[config.mk]
export PLATFORM = sky130hd
export DESIGN_NAME = stepper_motor_step_sequencer
export DESIGN_NICKNAME = d
export VERILOG_FILES = /design/src/hw/step_seq_pkg.sv /design/src/hw/motor_pwm.sv /design/src/hw/stepper_motor_step_sequencer.sv
export SDC_FILE = /design/constraint.sdc
export NUM_CORES = 1
export LEC_CHECK = 0
export ABC_AREA = 1
export BUFFER_PORTS_ARGS = -buffer_cell sky130_fd_sc_hd__buf_2
export CAP_MARGIN = 25
export CORE_ASPECT_RATIO = 1.1
export CORE_UTILIZATION = 40
export CTS_BUF_LIST = sky130_fd_sc_hd__clkbuf_4 sky130_fd_sc_hd__clkbuf_8 sky130_fd_sc_hd__clkbuf_16
export CTS_CLUSTER_DIAMETER = 200
export DETAILED_ROUTE_END_ITERATION = 8
export GPL_ROUTABILITY_DRIVEN = 0
export PLACE_DENSITY = 0.62
export SYNTH_ARGS = -nofsm -noshare
export SYNTH_HDL_FRONTEND = slang
export SYNTH_SLANG_ARGS = --single-unit
[constraint.sdc]
create_clock -name i_sys_clk -period 6.8 [get_ports i_sys_clk]
set_input_delay 0.68 -clock i_sys_clk [delete_from_list [all_inputs] [get_ports i_sys_clk]]
set_output_delay 0.68 -clock i_sys_clk [all_outputs]
set_load 0.1 [all_outputs]
[src/hw/step_seq_pkg.sv]
// Shared constants, types and register map of the stepper sequencer
package step_seq_pkg;

  // Register indices; byte address is four times the index
  localparam logic [9:0] IDX_FWD_PHASE = 10'h045;
  localparam logic [9:0] IDX_PWM_FREQ = 10'h056;
  localparam logic [9:0] IDX_PWM_MIN_ON = 10'h057;
  localparam logic [9:0] IDX_MOTOR_CTRL = 10'h060;
  localparam logic [9:0] IDX_STEP_SIZE = 10'h061;
  localparam logic [9:0] IDX_CURRENT = 10'h062;
  localparam logic [9:0] IDX_PAUSE = 10'h063;
  localparam logic [9:0] IDX_RESYNC = 10'h064;
  localparam logic [9:0] IDX_STATUS = 10'h065;

  // Field positions
  localparam int CMD_LSB = 0;
  localparam int MICRO_BIT = 2;
  localparam int PIXRATE_BIT = 3;
  localparam int KICK_LSB = 0;
  localparam int HOLD_LSB = 8;
  localparam int AFTER_PAUSE_LSB = 0;
  localparam int DISCARD_LSB = 8;

  // Reset values
  localparam logic [7:0] RST_BYTE = 8'h00;
  localparam logic [13:0] RST_STEP_SIZE = 14'h0001;
  localparam logic [4:0] RST_HOLD = 5'h01;
  localparam logic [13:0] RST_RESYNC = 14'h0000;

  // Pixel period in master clocks
  localparam logic [4:0] PIX_DIV_PIXRATE = 5'h18;
  localparam logic [4:0] PIX_DIV_LINERATE = 5'h08;

  // Microsteps per full step, minus one
  localparam logic [1:0] MICRO_PER_FULL_M1 = 2'h3;
  // Quarter of the electrical cycle in microsteps
  localparam logic [3:0] QUARTER = 4'h4;

  typedef enum logic [1:0] {
    CMD_IDLE = 2'b00,
    CMD_SCAN = 2'b01,
    CMD_FEED_FWD = 2'b10,
    CMD_FEED_REV = 2'b11
  } motor_cmd_t;

  // Full step current reference codes
  typedef enum logic [1:0] {
    DAC_ZERO = 2'b00,
    DAC_HOLD = 2'b01,
    DAC_SCAN = 2'b10,
    DAC_KICK = 2'b11
  } full_dac_t;

  typedef enum logic [2:0] {
    ST_IDLE = 3'b000,
    ST_RUN = 3'b001,
    ST_DRAIN = 3'b010,
    ST_PAUSED = 3'b011,
    ST_SYNC_WAIT = 3'b100,
    ST_SYNC_DELAY = 3'b101
  } seq_state_t;

  typedef struct packed {
    logic fwd_b_leads;
    logic [7:0] pwm_period;
    logic [7:0] pwm_min_on;
    motor_cmd_t cmd;
    logic micro_mode;
    logic pixel_rate;
    logic [13:0] step_size;
    logic [2:0] kick_steps;
    logic [4:0] hold_steps;
    logic [2:0] lines_after_pause;
    logic [2:0] lines_discard;
    logic [13:0] resync_pixels;
  } seq_cfg_t;

  typedef struct packed {
    logic a;
    logic b;
    logic a_n;
    logic b_n;
  } phase_t;

endpackage

[src/hw/motor_pwm.sv]
// Fixed-period PWM that holds winding current at the reference
`timescale 1ns/1ps
module motor_pwm import step_seq_pkg::*; #(
  parameter int WIDTH = 8
) (
  // Clock and reset
  input wire logic i_sys_clk,
  input wire logic i_reset,
  // Control
  input wire logic i_enable,
  input wire logic [WIDTH-1:0] i_period,
  input wire logic [WIDTH-1:0] i_min_on,
  input wire logic i_over_current,
  // Drive gate
  output logic o_drive
);

  logic [WIDTH-1:0] cnt_reg;
  logic [WIDTH-1:0] cnt_next;
  logic on_reg;
  logic on_next;

  always_comb begin
    cnt_next = cnt_reg + 1'b1;
    on_next = on_reg;
    if (!i_enable) begin
      cnt_next = '0;
      on_next = 1'b0;
    end else if (cnt_reg >= i_period) begin
      cnt_next = '0;
      on_next = 1'b1;
    end else if (cnt_reg >= i_min_on && i_over_current) begin
      // Before min-on the comparator sees switching noise only
      on_next = 1'b0;
    end
  end

  always_ff @(posedge i_sys_clk or posedge i_reset) begin
    if (i_reset) begin
      cnt_reg <= '0;
      on_reg <= 1'b0;
    end else begin
      cnt_reg <= cnt_next;
      on_reg <= on_next;
    end
  end

  assign o_drive = on_reg;

endmodule

[src/hw/stepper_motor_step_sequencer.sv]
// Stepper motor step sequencer with APB registers
`timescale 1ns/1ps
module stepper_motor_step_sequencer import step_seq_pkg::*; #(
  parameter int STEP_W = 14
) (
  // Clock and reset
  input wire logic i_sys_clk,
  input wire logic i_reset,
  // APB slave
  input wire logic i_psel,
  input wire logic i_penable,
  input wire logic i_pwrite,
  input wire logic [11:0] i_paddr,
  input wire logic [31:0] i_pwdata,
  output logic o_pready,
  output logic o_pslverr,
  output logic [31:0] o_prdata,
  // Line buffer and timing
  input wire logic i_pause_req,
  input wire logic i_resume_req,
  input wire logic i_line_transfer_pulse,
  // Current sense comparator pin
  input wire logic i_over_current,
  // Motor driver
  output logic o_phase_a,
  output logic o_phase_b,
  output logic o_phase_a_n,
  output logic o_phase_b_n,
  output logic [1:0] o_full_dac,
  output logic [1:0] o_micro_dac,
  // Line path control
  output logic o_line_store,
  output logic o_line_discard
);

  // Index into the register map; misaligned addresses hit nothing
  function automatic logic hit(input logic [11:0] addr, input logic [9:0] idx);
    hit = (addr[1:0] == 2'b00) && (addr[11:2] == idx);
  endfunction

  // Signed sine table index for a position in the 16-microstep cycle
  function automatic logic signed [3:0] tri_idx(input logic [3:0] p);
    if (p <= 4'd4) begin
      tri_idx = signed'(p);
    end else if (p <= 4'd8) begin
      tri_idx = signed'(4'd8 - p);
    end else if (p <= 4'd12) begin
      tri_idx = -signed'(p - 4'd8);
    end else begin
      tri_idx = -signed'(4'd0 - p);
    end
  endfunction

  // Registers
  seq_cfg_t cfg_reg;
  seq_cfg_t cfg_next;
  logic [31:0] prdata_reg;
  logic [31:0] prdata_next;
  logic err_reg;
  logic err_next;

  // Engine state
  seq_state_t state_reg;
  seq_state_t state_next;
  logic [4:0] pix_cnt_reg;
  logic [4:0] pix_cnt_next;
  logic [STEP_W-1:0] step_cnt_reg;
  logic [STEP_W-1:0] step_cnt_next;
  logic [3:0] pos_reg;
  logic [3:0] pos_next;
  logic [1:0] sub_reg;
  logic [1:0] sub_next;
  logic [2:0] kick_reg;
  logic [2:0] kick_next;
  logic [4:0] hold_reg;
  logic [4:0] hold_next;
  logic moving_reg;
  logic moving_next;
  logic [2:0] lines_reg;
  logic [2:0] lines_next;
  logic [2:0] discard_reg;
  logic [2:0] discard_next;
  logic [STEP_W-1:0] sync_reg;
  logic [STEP_W-1:0] sync_next;
  logic resume_pend_reg;
  logic resume_pend_next;
  phase_t phase_reg;
  phase_t phase_next;
  full_dac_t fdac_reg;
  full_dac_t fdac_next;
  logic [1:0] mdac_reg;
  logic [1:0] mdac_next;

  // Sense pin synchroniser and filter
  logic sense_s1_reg;
  logic sense_s2_reg;
  logic sense_s3_reg;
  logic sense_reg;
  logic sense_next;

  logic pwm_drive;
  logic pix_tick;
  logic micro_tick;
  logic full_tick;
  logic moving;
  logic powered;
  logic [4:0] pix_div;
  logic [STEP_W-1:0] step_last;
  logic signed [3:0] idx_a;
  logic signed [3:0] idx_b;
  logic [3:0] pos_b;
  logic [3:0] pos_eff;
  logic [3:0] mag_a;
  logic [3:0] mag_b;

  // APB register file; no wait states
  always_comb begin
    cfg_next = cfg_reg;
    prdata_next = prdata_reg;
    err_next = 1'b0;
    if (i_psel && !i_penable) begin
      prdata_next = 32'h0000_0000;
      err_next = 1'b0;
      if (hit(i_paddr, IDX_FWD_PHASE)) begin
        prdata_next[0] = cfg_reg.fwd_b_leads;
      end else if (hit(i_paddr, IDX_PWM_FREQ)) begin
        prdata_next[7:0] = cfg_reg.pwm_period;
      end else if (hit(i_paddr, IDX_PWM_MIN_ON)) begin
        prdata_next[7:0] = cfg_reg.pwm_min_on;
      end else if (hit(i_paddr, IDX_MOTOR_CTRL)) begin
        prdata_next[CMD_LSB+:2] = cfg_reg.cmd;
        prdata_next[MICRO_BIT] = cfg_reg.micro_mode;
        prdata_next[PIXRATE_BIT] = cfg_reg.pixel_rate;
      end else if (hit(i_paddr, IDX_STEP_SIZE)) begin
        prdata_next[STEP_W-1:0] = cfg_reg.step_size;
      end else if (hit(i_paddr, IDX_CURRENT)) begin
        prdata_next[KICK_LSB+:3] = cfg_reg.kick_steps;
        prdata_next[HOLD_LSB+:5] = cfg_reg.hold_steps;
      end else if (hit(i_paddr, IDX_PAUSE)) begin
        prdata_next[AFTER_PAUSE_LSB+:3] = cfg_reg.lines_after_pause;
        prdata_next[DISCARD_LSB+:3] = cfg_reg.lines_discard;
      end else if (hit(i_paddr, IDX_RESYNC)) begin
        prdata_next[STEP_W-1:0] = cfg_reg.resync_pixels;
      end else if (hit(i_paddr, IDX_STATUS)) begin
        prdata_next[2:0] = state_reg;
        prdata_next[7:4] = pos_reg;
        prdata_next[8] = powered;
        prdata_next[9] = moving_reg;
        prdata_next[14:12] = kick_reg;
        prdata_next[20:16] = hold_reg;
      end else begin
        err_next = 1'b1;
      end
    end else if (i_psel && i_penable) begin
      err_next = err_reg;
      if (i_pwrite) begin
        if (hit(i_paddr, IDX_FWD_PHASE)) begin
          cfg_next.fwd_b_leads = i_pwdata[0];
        end else if (hit(i_paddr, IDX_PWM_FREQ)) begin
          cfg_next.pwm_period = i_pwdata[7:0];
        end else if (hit(i_paddr, IDX_PWM_MIN_ON)) begin
          cfg_next.pwm_min_on = i_pwdata[7:0];
        end else if (hit(i_paddr, IDX_MOTOR_CTRL)) begin
          cfg_next.cmd = motor_cmd_t'(i_pwdata[CMD_LSB+:2]);
          cfg_next.micro_mode = i_pwdata[MICRO_BIT];
          cfg_next.pixel_rate = i_pwdata[PIXRATE_BIT];
        end else if (hit(i_paddr, IDX_STEP_SIZE)) begin
          cfg_next.step_size = i_pwdata[STEP_W-1:0];
        end else if (hit(i_paddr, IDX_CURRENT)) begin
          cfg_next.kick_steps = i_pwdata[KICK_LSB+:3];
          cfg_next.hold_steps = i_pwdata[HOLD_LSB+:5];
        end else if (hit(i_paddr, IDX_PAUSE)) begin
          cfg_next.lines_after_pause = i_pwdata[AFTER_PAUSE_LSB+:3];
          cfg_next.lines_discard = i_pwdata[DISCARD_LSB+:3];
        end else if (hit(i_paddr, IDX_RESYNC)) begin
          cfg_next.resync_pixels = i_pwdata[STEP_W-1:0];
        end
      end
    end
  end

  always_ff @(posedge i_sys_clk or posedge i_reset) begin
    if (i_reset) begin
      cfg_reg <= '{fwd_b_leads: 1'b0, pwm_period: RST_BYTE, pwm_min_on: RST_BYTE,
                   cmd: CMD_IDLE, micro_mode: 1'b0, pixel_rate: 1'b0,
                   step_size: RST_STEP_SIZE, kick_steps: 3'h0, hold_steps: RST_HOLD,
                   lines_after_pause: 3'h0, lines_discard: 3'h0,
                   resync_pixels: RST_RESYNC};
      prdata_reg <= 32'h0000_0000;
      err_reg <= 1'b0;
    end else begin
      cfg_reg <= cfg_next;
      prdata_reg <= prdata_next;
      err_reg <= err_next;
    end
  end

  assign o_pready = 1'b1;
  assign o_pslverr = i_psel && i_penable && err_reg;
  assign o_prdata = prdata_reg;

  // Sense pin: first stage feeds only the second
  always_comb begin
    sense_next = sense_reg;
    if (sense_s2_reg == sense_s3_reg) begin
      sense_next = sense_s3_reg;
    end
  end

  always_ff @(posedge i_sys_clk or posedge i_reset) begin
    if (i_reset) begin
      sense_s1_reg <= 1'b0;
      sense_s2_reg <= 1'b0;
      sense_s3_reg <= 1'b0;
      sense_reg <= 1'b0;
    end else begin
      sense_s1_reg <= i_over_current;
      sense_s2_reg <= sense_s1_reg;
      sense_s3_reg <= sense_s2_reg;
      sense_reg <= sense_next;
    end
  end

  motor_pwm #(.WIDTH(8)) u_pwm (
    .i_sys_clk(i_sys_clk),
    .i_reset(i_reset),
    .i_enable(cfg_reg.micro_mode && powered),
    .i_period(cfg_reg.pwm_period),
    .i_min_on(cfg_reg.pwm_min_on),
    .i_over_current(sense_reg),
    .o_drive(pwm_drive)
  );

  // Timing ticks
  assign pix_div = cfg_reg.pixel_rate ? PIX_DIV_PIXRATE : PIX_DIV_LINERATE;
  assign pix_tick = (pix_cnt_reg == pix_div - 5'd1);
  // A step size of zero behaves as one
  assign step_last = (cfg_reg.step_size == '0) ? '0 : cfg_reg.step_size - 1'b1;
  assign micro_tick = pix_tick && (step_cnt_reg >= step_last);
  assign full_tick = micro_tick && (sub_reg == MICRO_PER_FULL_M1);
  assign moving = (state_reg == ST_RUN);
  assign powered = (cfg_reg.cmd != CMD_IDLE) && (moving || hold_reg != 5'd0);

  // Full step mode samples the table at the middle of each full step
  assign pos_eff = cfg_reg.micro_mode ? pos_reg : {pos_reg[3:2], 2'b10};
  assign pos_b = cfg_reg.fwd_b_leads ? pos_eff + QUARTER : pos_eff - QUARTER;
  assign idx_a = tri_idx(pos_eff);
  assign idx_b = tri_idx(pos_b);
  assign mag_a = idx_a[3] ? 4'(-idx_a) : 4'(idx_a);
  assign mag_b = idx_b[3] ? 4'(-idx_b) : 4'(idx_b);

  always_comb begin
    state_next = state_reg;
    pix_cnt_next = pix_tick ? 5'd0 : pix_cnt_reg + 5'd1;
    step_cnt_next = step_cnt_reg;
    pos_next = pos_reg;
    sub_next = sub_reg;
    kick_next = kick_reg;
    hold_next = hold_reg;
    moving_next = moving;
    lines_next = lines_reg;
    discard_next = discard_reg;
    sync_next = sync_reg;
    resume_pend_next = resume_pend_reg;
    phase_next = '0;
    fdac_next = DAC_ZERO;
    mdac_next = 2'b00;
    if (pix_tick) begin
      step_cnt_next = micro_tick ? '0 : step_cnt_reg + 1'b1;
    end
    if (micro_tick) begin
      sub_next = sub_reg + 2'd1;
    end
    if (micro_tick && moving) begin
      pos_next = (cfg_reg.cmd == CMD_FEED_REV) ? pos_reg - 4'd1 : pos_reg + 4'd1;
    end
    // Kickstart count loads on each start from rest
    if (moving && !moving_reg) begin
      kick_next = cfg_reg.kick_steps;
    end else if (full_tick && moving && kick_reg != 3'd0) begin
      kick_next = kick_reg - 3'd1;
    end
    if (moving) begin
      hold_next = cfg_reg.hold_steps;
    end else if (full_tick && hold_reg != 5'd0) begin
      hold_next = hold_reg - 5'd1;
    end
    if (state_reg == ST_SYNC_DELAY && pix_tick && sync_reg != '0) begin
      sync_next = sync_reg - 1'b1;
    end
    if (i_line_transfer_pulse && discard_reg != 3'd0) begin
      discard_next = discard_reg - 3'd1;
    end
    case (state_reg)
      ST_IDLE: begin
        if (cfg_reg.cmd != CMD_IDLE) begin
          state_next = ST_RUN;
        end
      end
      ST_RUN: begin
        // Only a scan pauses; feeds carry no lines
        if (i_pause_req && cfg_reg.cmd == CMD_SCAN) begin
          state_next = ST_DRAIN;
          lines_next = cfg_reg.lines_after_pause;
          resume_pend_next = 1'b0;
        end
      end
      ST_DRAIN: begin
        if (i_resume_req) begin
          resume_pend_next = 1'b1;
        end
        if (i_line_transfer_pulse) begin
          if (lines_reg == 3'd0) begin
            state_next = ST_PAUSED;
          end else begin
            lines_next = lines_reg - 3'd1;
          end
        end
      end
      ST_PAUSED: begin
        if (i_resume_req || resume_pend_reg) begin
          state_next = ST_SYNC_WAIT;
          resume_pend_next = 1'b0;
        end
      end
      ST_SYNC_WAIT: begin
        if (i_line_transfer_pulse) begin
          state_next = ST_SYNC_DELAY;
          sync_next = cfg_reg.resync_pixels;
        end
      end
      ST_SYNC_DELAY: begin
        if (sync_reg == '0) begin
          state_next = ST_RUN;
          discard_next = cfg_reg.lines_discard;
        end
      end
      default: begin
        state_next = ST_IDLE;
      end
    endcase
    if (cfg_reg.cmd == CMD_IDLE) begin
      state_next = ST_IDLE;
      hold_next = 5'd0;
      discard_next = 3'd0;
      resume_pend_next = 1'b0;
    end
    // Outputs are registered one cycle behind the position
    if (powered) begin
      if (cfg_reg.micro_mode) begin
        // Positive index drives true side, negative the complement
        phase_next.a = !idx_a[3] && mag_a != 4'd0 && pwm_drive;
        phase_next.a_n = idx_a[3] && pwm_drive;
        phase_next.b = !idx_b[3] && mag_b != 4'd0 && pwm_drive;
        phase_next.b_n = idx_b[3] && pwm_drive;
        mdac_next = (mag_a != 4'd0) ? 2'(mag_a - 4'd1) : 2'b00;
      end else begin
        phase_next.a = !idx_a[3];
        phase_next.a_n = idx_a[3];
        phase_next.b = !idx_b[3];
        phase_next.b_n = idx_b[3];
        if (!moving) begin
          fdac_next = DAC_HOLD;
        end else if (kick_next != 3'd0) begin
          fdac_next = DAC_KICK;
        end else begin
          fdac_next = DAC_SCAN;
        end
      end
    end
    // Idle command or expired hold leaves all drivers off
    if (cfg_reg.cmd == CMD_IDLE) begin
      phase_next = '0;
    end
  end

  always_ff @(posedge i_sys_clk or posedge i_reset) begin
    if (i_reset) begin
      state_reg <= ST_IDLE;
      pix_cnt_reg <= 5'd0;
      step_cnt_reg <= '0;
      pos_reg <= 4'd0;
      sub_reg <= 2'd0;
      kick_reg <= 3'd0;
      hold_reg <= 5'd0;
      moving_reg <= 1'b0;
      lines_reg <= 3'd0;
      discard_reg <= 3'd0;
      sync_reg <= '0;
      resume_pend_reg <= 1'b0;
      phase_reg <= '0;
      fdac_reg <= DAC_ZERO;
      mdac_reg <= 2'b00;
    end else begin
      state_reg <= state_next;
      pix_cnt_reg <= pix_cnt_next;
      step_cnt_reg <= step_cnt_next;
      pos_reg <= pos_next;
      sub_reg <= sub_next;
      kick_reg <= kick_next;
      hold_reg <= hold_next;
      moving_reg <= moving_next;
      lines_reg <= lines_next;
      discard_reg <= discard_next;
      sync_reg <= sync_next;
      resume_pend_reg <= resume_pend_next;
      phase_reg <= phase_next;
      fdac_reg <= fdac_next;
      mdac_reg <= mdac_next;
    end
  end

  assign o_phase_a = phase_reg.a;
  assign o_phase_b = phase_reg.b;
  assign o_phase_a_n = phase_reg.a_n;
  assign o_phase_b_n = phase_reg.b_n;
  assign o_full_dac = fdac_reg;
  assign o_micro_dac = mdac_reg;
  // Lines are kept while running or draining, dropped while stopped
  assign o_line_store = (state_reg == ST_RUN) || (state_reg == ST_DRAIN);
  assign o_line_discard = (discard_reg != 3'd0);

endmodule

==> results.md <==
- For this run, the number of standard cells in the final layout without fillers is 1579.
- The delay of the slowest critical-path stage is 0.44 ns.
- The die is 163.7 um tall.
- The synthesized design contains 163 register bits.
- The data required time at the worst endpoint is 7.12 ns.
- The count of nets after finishing is 1370.
- The critical path buffer and inverter count is 2.
- Including well taps, the total number of placed cells is 1547.
- In this run the clock root is driven by a clkbuf_16.
- The total number of yosys warnings is 0.
- The analysis attributes to cell leakage a power of 5.304 nW.
- The worst setup path is launched from a flip-flop.
- In the final layout, the multi-input gates occupy 4564 um2.
- The count of final max-slew check failures is 0.
- The internal power of the cells totals 1.503 mW.
- The slack of the worst reg-to-reg path is 2.68 ns.
- The largest buffer count on any clock path is 2.
- The final count of negative-setup-slack endpoints is 0.
- The post-synthesis instance total is 1202.
- The number of design-rule violations left by the first detailed-router iteration is 621.
- The number of antenna violations at the first check in global routing is 0.
- The finished cells cover 10650 um2.
- The largest fanout on the critical path is 12.
- The origin of the worst setup path is cfg_reg[29].
- The final layout contains routed wiring with a total length of 24790 um.
- The via-per-instance ratio is 5.120.
- The power per standard cell area is 192.9 nW/um2.
- The first-pass GRT wire length is 40610 um.
- The post-layout total power is 2.055 mW.
- The area growth from synthesis to layout is 11.99%.
- After synthesis, the share of flip-flops with an asynchronous set or reset is 1.000.
- Buffers inserted during clock tree synthesis total 17.
- The launch point of the worst reg-to-reg path is cfg_reg[29].
- Of the total power, registers draw 0.481.
- The worst-case clock skew is 0.02703 ns.
- The critical path endpoint category is a flip-flop.
- The final setup TNS is 0 ns.
- Data on the critical path arrives at its endpoint at 4.44 ns.
- The clock power share is 0.454.
- The count of flip-flops with a built-in enable after synthesis is 0.
- The remaining design rule violation count is 0.
- The fill cell instance count of the final layout is 2298.
- The row count is 58.
- The fraction of the yosys area taken by sequential cells is 0.4292.
- Setup repair after global routing left no endpoint under its margin.
- The HPWL after detailed placement is 18780 um.
- Of the total power, combinational logic draws 0.065.
- The global route total overflow is 0.
- The average wire per cell in the routed design is 15.70 um.
- The total number of vias is 8084.
- Final hold analysis gives a worst-case slack of 0.3279 ns.
- The largest net degree at the start of global routing is 71.
- The number of global-route vias before repair came to 7700.
- The register with the most flip-flops in the layout has 63 of them.
- In this run the post-CTS setup repair buffer count came out at 0.
- The top cell types in the final layout, fill and taps aside, are nand2_1 (263), inv_1 (176), dfrtp_1 (161), o21ai_0 (118), nor2_1 (92).
- The leading cell type in the layout, fill and taps excluded is nand2_1.
- The analysis attributes to net switching a power of 0.5522 mW.
- The clock tree from TritonCTS is built.
- 0 antenna diodes ended up in the layout.
- The critical-path cell with the highest stage delay is nand4_1.
- For this run, the leading register cell type out of synthesis is dfrtp_1.
- The pre-antenna-repair detailed-routing pass consisted of 5 iterations.
- The count of pins on the block boundary is 97.
- The H-tree depth reported by CTS is 4.
- For the worst-skew pair, the clock arrives at the later sink with an insertion delay of 0.44 ns.
- Measured against its own limit, the worst slew margin works out to 0.3406.
- The initial utilization of the core area, before any placement, comes to 0.4121.
- In this run, post-CTS hold repair placed 0 buffers.
- The core area is 23080 um2.
- For the pin with the worst max-slew slack, the measured transition is 0.9831 ns.
- The number of hold-slack violations in the final timing report was 0.
- The switching part of the total power is 0.2687.
- The clock sink total is 163.
- The critical setup path kind is flip-flop to flip-flop.
- The total routing usage reported by global routing is 0.2154.
- The total standard cell area after synthesis is 9510 um2.
- Once placement finished, the instance area stood at 10080 um2.
- During placement, the flow inserted port buffers numbering 65.
- The die width is 149.0 um.
- The worst voltage drop across the vdd grid is 0.1974 mV.
- Summing all flip-flop and latch instances after layout gives 4081 um2.
- Of the available clock period, the critical path in the final layout requires 0.6052.
- The largest delay contributor family on the critical path is simple AND/OR/NAND/NOR gates.
- In this run the mean area of a mapped cell was 7.912 um2.
- The top achievable clock speed is 0.2430 GHz.
- Subtracting the final worst setup slack from the clock period gives 4.115 ns.
- The die covers 24400 um2.
- The number of distinct standard cells referenced by the synthesized netlist is 52.
- Across the run, the number of max-cap violations was 0.
- The worst hold path belongs to the class primary input to async pin.
- The signal on the critical path passes through inv_1, ha_1, nand2_1, nor2_1, inv_1, nor3_1, nand4_1, and2_1, ha_1, nand2_1, nor2_1, nand3_1, nand3_1, nand2_1, nor2_1, nand4_1, nand3_1, o21ai_0, a21oi_1.
- In this run the remaining antenna-violating nets after routing total 0.
- Of the cells placed in the final design, the portion with a size suffix greater than 1 is 0.1048.
- The number of gates resized after CTS was 0.
- The clock slew at the register clock pins of the worst setup and hold paths is 0.07 ns.
- The run finished with clean final reports.
==> kinds of logic after synthesis <==
family | after synthesis | share of synthesized area
AND/OR/NAND/NOR | 497 | 0.2325
AO/OA/AOI/OAI | 223 | 0.1343
buffers and inverters | 223 | 0.09525
flip-flops | 163 | 0.4292
adder cells (fa/ha/maj) | 52 | 0.06894
XOR/XNOR | 39 | 0.03592
multiplexers | 3 | 0.003158
other | 2 | 0.0007897
==> area by class of cell <==
cell class                 instances  area share
clock inverter                    13     0.01128
clock buffer                      19     0.04194
multi-input combinational        827      0.4286
inverter                         189     0.06708
timing repair buffer              68     0.03266
sequential                       163      0.3832
tap                              300     0.03524
==> metal layers <==
layer,wire length (um),track usage,vias to the layer above
li1,-,-,4048
met1,11420,0.2850,3864
met2,12170,0.3698,148
met3,859,0.02833,24
met4,346,0.05612,0
met5,0,0,-
==> synth_stat cells, types with 4 or more instances <==
master | instances | area share
o22ai_1 | 5 | 0.0033
nand4_1 | 19 | 0.012
nand2_2 | 4 | 0.0026
inv_1 | 177 | 0.070
nor3_1 | 30 | 0.016
o31ai_1 | 9 | 0.0071
clkinv_1 | 5 | 0.0020
nand3b_1 | 4 | 0.0032
nor2_1 | 92 | 0.036
buf_4 | 14 | 0.011
clkbuf_1 | 12 | 0.0047
o211ai_1 | 16 | 0.013
o221ai_1 | 9 | 0.0083
nand2_1 | 263 | 0.10
nand3_2 | 4 | 0.0042
or2_2 | 4 | 0.0026
inv_2 | 7 | 0.0028
nor3b_1 | 4 | 0.0032
a31oi_1 | 4 | 0.0026
nand3_1 | 54 | 0.028
o21ai_0 | 118 | 0.062
dfrtp_1 | 161 | 0.42
o2111ai_1 | 6 | 0.0055
buf_2 | 7 | 0.0037
a21oi_1 | 44 | 0.023
xnor2_1 | 7 | 0.0064
a211oi_1 | 4 | 0.0032
xor2_1 | 32 | 0.029
ha_1 | 50 | 0.066
==> worst paths after layout <==
check	endpoint	cells past startpoint
max	o_full_dac[0]	19
min reg2reg	sense_s2_reg	0
min in group i_sys_clk	sense_s1_reg	1
max reg2reg	o_full_dac[0]	19
min	cfg_reg[55]	2
max in group asynchronous	o_prdata[8]	3
==> stage by stage <==
step	util	setup WS, ns
3_5_place_dp	0.4369	2.662
3_3_place_gp	0.4369	2.700
6_report	0.4615	2.685
5_1_grt	0.4615	2.206
4_1_cts	0.4615	2.636
2_1_floorplan	-	1.718
==> power groups by stage <==
stage	clock network, mW	logic (mW)	registers (mW)
2_1_floorplan	0	0.102	1.01
6_report	0.933	0.133	0.989
4_1_cts	0.950	0.135	0.989
3_5_place_dp	0	0.134	1.01
5_1_grt	0.987	0.150	0.990
3_3_place_gp	0	0.133	1.01
Power figures use the tool's default switching activity.
